[src/tcss_pkg.sv]
// constants shared by the timer clock source select block
package tcss_pkg;
  localparam logic [7:0] TIMER_CLOCK_SELECT_ADDR     = 8'h8e;
  localparam logic [7:0] TIMER_CLOCK_SELECT_EXT_ADDR = 8'he4;
  localparam logic [3:0] EXT_PAGE                    = 4'hf;
  localparam logic [7:0] SELECT_RESET                = 8'h00;
  localparam logic [7:0] SELECT_EXT_RESET            = 8'h00;
  localparam logic [7:0] SELECT_EXT_WMASK            = 8'h0f;
  // bit positions in timer_clock_select
  localparam int TMR3_UPPER_BIT = 7;
  localparam int TMR3_LOWER_BIT = 6;
  localparam int TMR2_UPPER_BIT = 5;
  localparam int TMR2_LOWER_BIT = 4;
  localparam int TMR1_BIT       = 3;
  localparam int TMR0_BIT       = 2;
  // bit positions in timer_clock_select_ext
  localparam int TMR5_UPPER_BIT = 3;
  localparam int TMR5_LOWER_BIT = 2;
  localparam int TMR4_UPPER_BIT = 1;
  localparam int TMR4_LOWER_BIT = 0;
  // divide ratios
  localparam int DIV_BY_12 = 12;
  localparam int DIV_BY_4  = 4;
  localparam int DIV_BY_48 = 48;
  localparam int DIV_BY_8  = 8;
  typedef enum logic [1:0] {
    TCSS_SCALE_12  = 2'b00,
    TCSS_SCALE_4   = 2'b01,
    TCSS_SCALE_48  = 2'b10,
    TCSS_SCALE_EXT = 2'b11
  } tcss_scale_t;
endpackage

[src/tcss_top.sv]
// timer clock source selection: prescaler, select registers, tick routing
`timescale 1ns/100ps
module tcss_top #(
  parameter int NUM_ALT = 4
) (
  input  wire logic       clk_sys,
  input  wire logic       nrst,
  input  wire logic [7:0] sfr_addr,
  input  wire logic [3:0] sfr_page,
  input  wire logic       sfr_wr,
  input  wire logic       sfr_rd,
  input  wire logic [7:0] sfr_wdata,
  output logic      [7:0] sfr_rdata,
  output logic            sfr_hit,
  input  wire logic       ext_osc,
  input  wire logic       tmr0_pin,
  input  wire logic       tmr1_pin,
  input  wire logic       tmr0_counter_mode,
  input  wire logic       tmr1_counter_mode,
  input  wire logic [NUM_ALT-1:0] alt_clock_choice,
  output logic            tmr0_tick,
  output logic            tmr1_tick,
  output logic [NUM_ALT-1:0] lower_tick,
  output logic [NUM_ALT-1:0] upper_tick,
  output logic      [1:0] shared_prescale_code
);
  generate
    if (NUM_ALT != 4) begin : g_bad_num_alt
      $error("tcss_top: NUM_ALT must be 4 (timers 2 to 5)");
    end
  endgenerate

  logic [7:0] timer_clock_select;
  logic [3:0] timer_clock_select_ext;
  logic       hit_main;
  logic       hit_ext;

  function automatic logic addr_match(input logic [7:0] a,
                                      input logic [7:0] want);
    addr_match = (a == want);
  endfunction

  // a select bit of one means a count enable on every system clock
  function automatic logic pick_tick(input logic system_clock_sel,
                                     input logic scaled_tick);
    pick_tick = system_clock_sel ? 1'b1 : scaled_tick;
  endfunction

  // timer-local alternative source: 0 is system clock /12, 1 is ext /8
  function automatic logic alt_source(input logic choice,
                                      input logic div12_tick,
                                      input logic ext8_tick);
    alt_source = choice ? ext8_tick : div12_tick;
  endfunction

  assign hit_main = addr_match(sfr_addr,
                               tcss_pkg::TIMER_CLOCK_SELECT_ADDR);
  assign hit_ext  = addr_match(sfr_addr,
                               tcss_pkg::TIMER_CLOCK_SELECT_EXT_ADDR)
                    && (sfr_page == tcss_pkg::EXT_PAGE);
  assign sfr_hit  = hit_main || hit_ext;

  // qualified strobes, one per register and direction
  logic wr_main;
  logic wr_ext;
  logic rd_main;
  logic rd_ext;
  assign wr_main = sfr_wr && hit_main;
  assign wr_ext  = sfr_wr && hit_ext;
  assign rd_main = sfr_rd && hit_main;
  assign rd_ext  = sfr_rd && hit_ext;

  // register writes
  always_ff @(posedge clk_sys) begin
    if (!nrst) begin
      timer_clock_select <= tcss_pkg::SELECT_RESET;
    end else if (wr_main) begin
      timer_clock_select <= sfr_wdata;
    end
  end

  always_ff @(posedge clk_sys) begin
    if (!nrst) begin
      timer_clock_select_ext <= tcss_pkg::SELECT_EXT_RESET[3:0];
    end else if (wr_ext) begin
      timer_clock_select_ext <=
        sfr_wdata[3:0] & tcss_pkg::SELECT_EXT_WMASK[3:0];
    end
  end

  // read value, zero when nothing decodes
  logic [7:0] rd_value;
  always_comb begin
    rd_value = 8'h00;
    if (rd_main) begin
      rd_value = timer_clock_select;
    end else if (rd_ext) begin
      rd_value = {4'h0, timer_clock_select_ext};
    end
  end

  // read data from flops
  always_ff @(posedge clk_sys) begin
    if (!nrst) begin
      sfr_rdata <= 8'h00;
    end else begin
      sfr_rdata <= rd_value;
    end
  end

  // named fields of the two select registers
  logic tmr3_upper_system_clock_sel;
  logic tmr3_lower_system_clock_sel;
  logic tmr2_upper_system_clock_sel;
  logic tmr2_lower_system_clock_sel;
  logic tmr1_system_clock_sel;
  logic tmr0_system_clock_sel;
  logic tmr5_upper_system_clock_sel;
  logic tmr5_lower_system_clock_sel;
  logic tmr4_upper_system_clock_sel;
  logic tmr4_lower_system_clock_sel;
  assign tmr3_upper_system_clock_sel =
    timer_clock_select[tcss_pkg::TMR3_UPPER_BIT];
  assign tmr3_lower_system_clock_sel =
    timer_clock_select[tcss_pkg::TMR3_LOWER_BIT];
  assign tmr2_upper_system_clock_sel =
    timer_clock_select[tcss_pkg::TMR2_UPPER_BIT];
  assign tmr2_lower_system_clock_sel =
    timer_clock_select[tcss_pkg::TMR2_LOWER_BIT];
  assign tmr1_system_clock_sel =
    timer_clock_select[tcss_pkg::TMR1_BIT];
  assign tmr0_system_clock_sel =
    timer_clock_select[tcss_pkg::TMR0_BIT];
  assign tmr5_upper_system_clock_sel =
    timer_clock_select_ext[tcss_pkg::TMR5_UPPER_BIT];
  assign tmr5_lower_system_clock_sel =
    timer_clock_select_ext[tcss_pkg::TMR5_LOWER_BIT];
  assign tmr4_upper_system_clock_sel =
    timer_clock_select_ext[tcss_pkg::TMR4_UPPER_BIT];
  assign tmr4_lower_system_clock_sel =
    timer_clock_select_ext[tcss_pkg::TMR4_LOWER_BIT];

  assign shared_prescale_code = timer_clock_select[1:0];

  // external oscillator: two-flop synchroniser, then edge detect
  logic ext_meta;
  logic ext_sync;
  logic ext_prev;
  logic ext_rise;
  always_ff @(posedge clk_sys) begin
    if (!nrst) begin
      ext_meta <= 1'b0;
      ext_sync <= 1'b0;
      ext_prev <= 1'b0;
    end else begin
      ext_meta <= ext_osc;
      ext_sync <= ext_meta;
      ext_prev <= ext_sync;
    end
  end
  assign ext_rise = ext_sync && !ext_prev;

  // timer pins: synchronise, then falling edge detect
  logic [1:0] pin_meta;
  logic [1:0] pin_sync;
  logic [1:0] pin_prev;
  logic [1:0] pin_fall;
  always_ff @(posedge clk_sys) begin
    if (!nrst) begin
      pin_meta <= 2'b11;
      pin_sync <= 2'b11;
      pin_prev <= 2'b11;
    end else begin
      pin_meta <= {tmr1_pin, tmr0_pin};
      pin_sync <= pin_meta;
      pin_prev <= pin_sync;
    end
  end
  assign pin_fall = pin_prev & ~pin_sync;

  // dividers
  logic tick_12;
  logic tick_4;
  logic tick_48;
  logic tick_ext8;

  tcss_divider #(.DIV(tcss_pkg::DIV_BY_12)) u_div12 (
    .clk_sys (clk_sys),
    .nrst    (nrst),
    .step    (1'b1),
    .tick    (tick_12)
  );

  tcss_divider #(.DIV(tcss_pkg::DIV_BY_4)) u_div4 (
    .clk_sys (clk_sys),
    .nrst    (nrst),
    .step    (1'b1),
    .tick    (tick_4)
  );

  tcss_divider #(.DIV(tcss_pkg::DIV_BY_48)) u_div48 (
    .clk_sys (clk_sys),
    .nrst    (nrst),
    .step    (1'b1),
    .tick    (tick_48)
  );

  tcss_divider #(.DIV(tcss_pkg::DIV_BY_8)) u_div_ext8 (
    .clk_sys (clk_sys),
    .nrst    (nrst),
    .step    (ext_rise),
    .tick    (tick_ext8)
  );

  // shared prescaler mux
  logic prescale_tick;
  always_comb begin
    unique case (tcss_pkg::tcss_scale_t'(timer_clock_select[1:0]))
      tcss_pkg::TCSS_SCALE_12:  prescale_tick = tick_12;
      tcss_pkg::TCSS_SCALE_4:   prescale_tick = tick_4;
      tcss_pkg::TCSS_SCALE_48:  prescale_tick = tick_48;
      tcss_pkg::TCSS_SCALE_EXT: prescale_tick = tick_ext8;
    endcase
  end

  // timer 0 and 1: counter mode overrides the select bit
  always_ff @(posedge clk_sys) begin
    if (!nrst) begin
      tmr0_tick <= 1'b0;
    end else if (tmr0_counter_mode) begin
      tmr0_tick <= pin_fall[0];
    end else begin
      tmr0_tick <= pick_tick(tmr0_system_clock_sel, prescale_tick);
    end
  end

  always_ff @(posedge clk_sys) begin
    if (!nrst) begin
      tmr1_tick <= 1'b0;
    end else if (tmr1_counter_mode) begin
      tmr1_tick <= pin_fall[1];
    end else begin
      tmr1_tick <= pick_tick(tmr1_system_clock_sel, prescale_tick);
    end
  end

  // timers 2..5: per-byte selects, index 0 is timer 2
  logic [NUM_ALT-1:0] lower_sel;
  logic [NUM_ALT-1:0] upper_sel;
  assign lower_sel = {
    tmr5_lower_system_clock_sel,
    tmr4_lower_system_clock_sel,
    tmr3_lower_system_clock_sel,
    tmr2_lower_system_clock_sel
  };
  assign upper_sel = {
    tmr5_upper_system_clock_sel,
    tmr4_upper_system_clock_sel,
    tmr3_upper_system_clock_sel,
    tmr2_upper_system_clock_sel
  };

  genvar i;
  generate
    for (i = 0; i < NUM_ALT; i++) begin : g_alt
      logic alt_tick;
      // choice 0: system clock /12, choice 1: external /8
      assign alt_tick = alt_source(alt_clock_choice[i],
                                   tick_12, tick_ext8);
      // lower half, or the whole timer outside split mode
      always_ff @(posedge clk_sys) begin
        if (!nrst) begin
          lower_tick[i] <= 1'b0;
        end else begin
          lower_tick[i] <= pick_tick(lower_sel[i], alt_tick);
        end
      end
      // upper half, only used by a timer in split mode
      always_ff @(posedge clk_sys) begin
        if (!nrst) begin
          upper_tick[i] <= 1'b0;
        end else begin
          upper_tick[i] <= pick_tick(upper_sel[i], alt_tick);
        end
      end
    end
  endgenerate
endmodule

[src/tcss_divider.sv]
// tick divider: one pulse every DIV enabled cycles
`timescale 1ns/100ps
module tcss_divider #(
  parameter int DIV = 12
) (
  input  wire logic clk_sys,
  input  wire logic nrst,
  input  wire logic step,
  output logic      tick
);
  localparam int W = (DIV > 1) ? $clog2(DIV) : 1;
  localparam logic [W-1:0] LAST = W'(DIV - 1);
  logic [W-1:0] count;

  generate
    if (DIV < 2) begin : g_bad_div
      $error("tcss_divider: DIV must be at least 2");
    end
  endgenerate

  always_ff @(posedge clk_sys) begin
    if (!nrst) begin
      count <= '0;
    end else if (step) begin
      count <= (count == LAST) ? '0 : count + W'(1);
    end
  end

  always_ff @(posedge clk_sys) begin
    if (!nrst) begin
      tick <= 1'b0;
    end else begin
      tick <= step && (count == LAST);
    end
  end
endmodule

[config.mk]
export PLATFORM = sky130hd
export DESIGN_NAME = tcss_top
export DESIGN_NICKNAME = d
export VERILOG_FILES = /design/src/tcss_pkg.sv /design/src/tcss_top.sv /design/src/tcss_divider.sv
export SDC_FILE = /design/constraint.sdc
export NUM_CORES = 1
export LEC_CHECK = 0
export BUFFER_PORTS_ARGS = -buffer_cell sky130_fd_sc_hd__buf_2
export CELL_PAD_IN_SITES_DETAIL_PLACEMENT = 2
export CELL_PAD_IN_SITES_GLOBAL_PLACEMENT = 2
export CORE_ASPECT_RATIO = 0.5
export CORE_MARGIN = 1
export CORE_UTILIZATION = 29
export DETAILED_ROUTE_END_ITERATION = 8
export PLACE_DENSITY_LB_ADDON = 0.08
export SYNTH_ARGS = -nofsm -noshare
export SYNTH_HDL_FRONTEND = slang
export SYNTH_HIERARCHICAL = 1
export SYNTH_SLANG_ARGS = --single-unit
export TNS_END_PERCENT = 30
[constraint.sdc]
create_clock -name clk_sys -period 1.19 [get_ports clk_sys]
set_input_delay 0.238 -clock clk_sys [delete_from_list [all_inputs] [get_ports clk_sys]]
set_output_delay 0.238 -clock clk_sys [all_outputs]
set_load 0.02 [all_outputs]
Word-level counts from Yosys, hierarchy flattened:

Index checks and enable logic that the tools add are counted.

* flip-flop bits (word level): 58
* bits of input ports: 33
* output and inout bits: 21
* logic and storage cells: 77

* add/sub/neg operators: 4
* equal/unequal tests: 10
* muxes and demuxes: 20
* bitwise logic cells: 3
* reductions and logical operators: 13

Operators with widths (number)
* $eq 8x8->1 const B: 2
* $mux 1: 16
* $eq 4x4->1 const B: 2
* $mux 8: 1
* $logic_and 1x1->1: 7
* $add 6x1->6 const B: 1
* $eq 2x2->1 const B: 3
* $eq 6x6->1 const B: 1
* $reduce_or 2->1: 3
* $add 4x1->4 const B: 1
* $mux 4: 1
* $pmux 1 s4: 1
* $add 3x1->3 const B: 1
* $eq 3x3->1 const B: 1
* $mux 3: 1
* $add 2x1->2 const B: 1
* $and 2x2->2: 1
* $eq 2x1->1 const B: 1
* $logic_not 2->1: 1
* $not 2->2: 1
* $logic_not 1->1: 1
* $logic_or 1x1->1: 1
* $not 1->1: 1

Logic depth before layout (Yosys ltp):

* depth after elaboration: 5
* mapped depth: 4
* depth with buffers taken out: 4

By module:

Netlist, hierarchy kept.

Modules (own cells, without submodules)
* tcss_top: times used 1, cells each 132, area an instance 1427.6 sq um, sequential area each 780.7 sq um
* tcss_divider (u_div48): times used 1, cells each 35, area an instance 315.3 sq um, sequential area each 140.1 sq um
* tcss_divider (u_div12): times used 1, cells each 24, area an instance 237.7 sq um, sequential area each 100.1 sq um
* tcss_divider (u_div_ext8): times used 1, cells each 15, area an instance 175.2 sq um, sequential area each 80.1 sq um
* tcss_divider (u_div4): times used 1, cells each 10, area an instance 122.6 sq um, sequential area each 60.1 sq um

Worst setup path before layout:

OpenSTA, ideal clock, no wires.

* path type: register to register
* start: register timer_clock_select[1]
* end: register tmr0_tick
* setup time: 0.122 ns
* arrival time: 1.152 ns
* data required time: 1.068 ns
* setup slack: -0.084 ns
* cell stages (with the launch flop): 3
* buffers on the path: 0
* clock period less this slack: 1.274 ns
* cell sequence: dfxtp_1 mux4_2 o311a_1

* longest elaborated chain between the ends: 4
* elaborated cells between the ends (all ways): 7
* classes of those cells: 3 x eq/ne; 3 x mux; 1 x reduce/logical

RTL lines
* start, declared: line tcss_top.sv:33 `logic [7:0] timer_clock_select;`
* start signal, assigned: line tcss_top.sv:76 `timer_clock_select <= tcss_pkg::SELECT_RESET;`
* start signal, assigned: line tcss_top.sv:78 `timer_clock_select <= sfr_wdata;`
* $eq 2x2->1 (tied with other cells): line tcss_top.sv:218 `unique case (tcss_pkg::tcss_scale_t'(timer_clock_select[1:0]))`
* $pmux 1 s4 (*): line tcss_top.sv:218
* $mux 1 (*): line tcss_top.sv:46 `pick_tick = system_clock_sel ? 1'b1 : scaled_tick;`
* $mux 1 (*): line tcss_top.sv:230 `end else if (tmr0_counter_mode) begin`
* end signal, assigned: line tcss_top.sv:231 `tmr0_tick <= pin_fall[0];`
* end signal, assigned: line tcss_top.sv:233 `tmr0_tick <= pick_tick(tmr0_system_clock_sel, prescale_tick);`
* end, declared: line tcss_top.sv:21 `output logic tmr0_tick,`

Mark *: on every way between the ends. The rest lies on a longest branch, timed or not.
A chain may end at the register's enable or synchronous reset.

Worst setup path in the final report:

* start: register timer_clock_select[1]
* end: register tmr1_tick

* longest elaborated chain between the ends: 4
* elaborated cells between the ends (all ways): 7
* classes of those cells: 3 x eq/ne; 3 x mux; 1 x reduce/logical

RTL lines
* $eq 2x2->1 (tied with other cells): line tcss_top.sv:218
* $pmux 1 s4 (*): line tcss_top.sv:218
* $mux 1 (*): line tcss_top.sv:46
* $mux 1 (*): line tcss_top.sv:240 `end else if (tmr1_counter_mode) begin`
* end signal, assigned: line tcss_top.sv:241 `tmr1_tick <= pin_fall[1];`
* end signal, assigned: line tcss_top.sv:243 `tmr1_tick <= pick_tick(tmr1_system_clock_sel, prescale_tick);`
* end, declared: line tcss_top.sv:22 `output logic tmr1_tick,`

Marks and branches as above.

==> metrics <==
Tmin final 1.25 ns; highest-delay cell along the critical path mux4_2; worst setup margin -0.0590 ns; WHS Endpoint pin_meta[1]$_SDFF_PN1_; Routed Wire Length around 5800 um; post-synthesis compound-gate area fraction 0.0890; Max Root-Sink Buffers 2; Critical Path AT 1.45 ns; Skew-Pair Late Insertion Delay 0.32 ns; Core ar. 0.00746 mm2; Worst Skew around 0.006 ns; RSZ-0062 raised after global routing yes; Remaining DRCs 0; main combinational cell family by area after synthesis simple AND/OR/NAND/NOR gates; async set-reset flop share out of synthesis 0; post-synthesis cell count around 220; critical path class reg2reg; DPL Wire Length between 4000 and 5000 um; Adder-Cell Fraction of Synth Area 0.0275; clock root buffer clkbuf_16; GR Overflow Total 0; failing checks setup timing; via total after detailed routing 1860; vias in the first global route around 2000; CP delay by family, top multiplexers; Cell variety after synth 43; Ports 54; reg2reg path depth 2; Reg2Reg Capture Point tmr1_tick$_SDFF_PN0_; RR Startpoint timer_clock_select[1]$_SDFFE_PN0P_; crit end category flip-flop; first-pass GRT wire length 9540 um; # setup viols final 4; area leader, netlist dfxtp_1; leak pwr 1.51 nW; register area share after synthesis 0.510; CTS tree yes; f_max around 800 MHz; Synth top area share 0.510; Critical Path RT around 1.4 ns; GRT Overall Usage 0.158; max_cap viols 0; mux cell area share after synthesis 0.104; flops & latches, synth 58; hold violation count in the final report 0; Area Growth Syn to Fin 40.5%; Crit path buffers/inverters 0; layout cells sized above 1 0.365; CTS H-tree depth 3; number of synthesized flops with an enable pin 0; Via density 4.48; Inserted Diodes 0; Initial Utilization 0.305; dpl cell area 0.00280 mm2; R2R setup slack -0.06 ns; period utilisation layout 1.05; Core Rows 22; Cell Chain, Critical Path mux4_2 > o311a_1; post-layout instance area 0.00320 mm2; Crit Path Max Fanout 2; DIE HEIGHT 64.7 um; routability cong. ~0.69; yosys warns 6; Synth area leaders dfxtp_1 (51%), mux2i_1 (7.5%), nand2_1 (4.4%), o21a_1 (3.6%), ha_1 (2.7%); CP max stage delay around 0.51 ns; Detail Route Antenna Nets 0; hold crit path type in2reg; status finished with violations; ys flop type dfxtp_1; I/O Buffers between 50 and 60; die area 0.00824 mm2; simple-gate portion of the synthesized area 0.225; Post-Syn Area 0.00228 mm2; xor/xnor share of the synthesized area 0.0115; initial antenna violation count 0; hold path start tmr1_pin; hold buffers post-CTS 0; Mean Syn Cell Area 10.5 um2; Pwr Density 1460 mW/mm2; drt wl/cell 14.0 um; Worst IR Drop VDD 0.792 mV; Final Max Tran Viols 0; Die Span X between 100 and 150 um; Worst Hold Path Cells 2; Setup TNS -0.129 ns; number of buffers created by CTS 9; drt pass-1 iters 3; fin nets 340; clock sink count 58; Starting DRT DRC Count 42; clk slew on worst S/H paths 0.05 ns; critical path launch point type flip-flop; largest net degree at the start of global routing 27
-- metal layers --
layer,track usage,share of wire
met4,0.0714,0.014
met1,0.170,0.45
met3,0.0603,0.047
met5,0,0
met2,0.277,0.49
-- layout by cell type (no fill, tap or decap), types with 2 or more instances in the layout --
cell,netlist,final
clkbuf_16,0,9
buf_12,0,2
nor2b_1,7,6
and4b_2,0,2
nor2_1,12,12
buf_4,2,19
nor3b_2,2,2
nand3b_1,4,4
clkbuf_8,0,3
mux2i_1,17,17
and2_1,8,8
ha_1,5,4
dfxtp_2,0,2
nand2_1,27,27
clkbuf_1,4,2
o21a_1,11,11
conb_1,1,12
clkinv_2,0,2
o21ai_0,4,3
mux2_2,4,4
and3_2,2,2
o311a_1,2,2
inv_1,3,3
buf_6,1,6
nand3_1,2,2
nand4_1,2,2
buf_2,3,47
dfxtp_1,58,56
xor2_1,2,2
nand2b_1,7,7
a32oi_1,4,4
-- flip-flops by register name (all words and copies together), names as in the netlist, 3 cells and up --
register / flops
u_div48/count: 6
u_div_ext8/count: 3
sfr_rdata: 8
timer_clock_select_ext: 4
u_div12/count: 4
upper_tick: 4
lower_tick: 4
timer_clock_select: 8
-- metrics by stage --
step           std cells   util  power [W]  worst slack [ns]  hold slack (ns)
6_report             415  0.429    0.00467           -0.0590           0.0934
5_1_grt              415  0.429    0.00486            -0.103           0.0891
4_1_cts              410  0.418    0.00473           -0.0706           0.0848
3_5_place_dp         392  0.375    0.00228            -0.108            0.397
3_3_place_gp         392  0.375    0.00227           -0.0622            0.391
2_1_floorplan        227      -    0.00216           -0.0448            0.339
-- worst max path at each step --
stage                                             startpoint                    to  slack (ns)  depth (start not counted)
after CTS                 timer_clock_select[1]$_SDFFE_PN0P_  tmr1_tick$_SDFF_PN0_       -0.07                          2
after detailed placement                         sfr_addr[3]               sfr_hit       -0.11                          5
after floorplan           timer_clock_select[1]$_SDFFE_PN0P_  tmr0_tick$_SDFF_PN0_       -0.04                          2
after global placement                           sfr_addr[4]               sfr_hit       -0.06                          4
final                     timer_clock_select[1]$_SDFFE_PN0P_  tmr1_tick$_SDFF_PN0_       -0.06                          2
after global routing      timer_clock_select[1]$_SDFFE_PN0P_  tmr1_tick$_SDFF_PN0_       -0.10                          2
-- report_power, final --
group / leakage (nW) / switching (W) / internal [W]
sequential: 0.471 / 0.0000245 / 0.00198
clock: 0.143 / 0.000834 / 0.00157
combinational: 0.898 / 0.000120 / 0.000137
-- cell usage after synthesis, types with 3 or more instances --
cell type  count
mux2_2         4
and4b_1        3
mux2i_1       17
o21a_1        11
nor2_1        12
clkbuf_1       4
nor2b_1        7
o21ai_0        4
and2_1         8
nand2_1       27
ha_1           5
dfxtp_1       58
buf_2          3
nand3b_1       4
nand2b_1       7
a32oi_1        4
inv_1          3
-- worst reg2reg max path, cell delays in order (launching register included) --
cell and delay [ns]:
dfxtp_2 0.33, mux4_2 0.51, o311a_1 0.30
-- layout make-up --
class / instances / area [um2]
Fill cell: 788 / 4260
Tap cell: 108 / 135
Sequential cell: 58 / 1160
Timing Repair Buffer: 74 / 485
Multi-Input combinational cell: 155 / 1120
Clock buffer: 14 / 274
Inverter: 4 / 15.0
Clock inverter: 2 / 10.0
-- logic make-up (layout without fill, tap and decap cells) --
family | Yosys count | in the layout
AND/OR/NAND/NOR | 86 | 86
flip-flops | 58 | 58
AO/OA/AOI/OAI | 27 | 27
multiplexers | 22 | 22
buffers and inverters | 14 | 94
adder cells (fa/ha/maj) | 5 | 5
XOR/XNOR | 3 | 3
other | 1 | 12
-- timing repair --
| item | in CTS | in global routing |
|---|---|---|
| pin swaps | 1 | 3 |
| resized for setup | 9 | 10 |
| cloned | 0 | 0 |
| endpoints found under the setup margin | 8 | 9 |
| setup buffers | 2 | 5 |
Note: power is estimated with default switching activity, not from simulation.
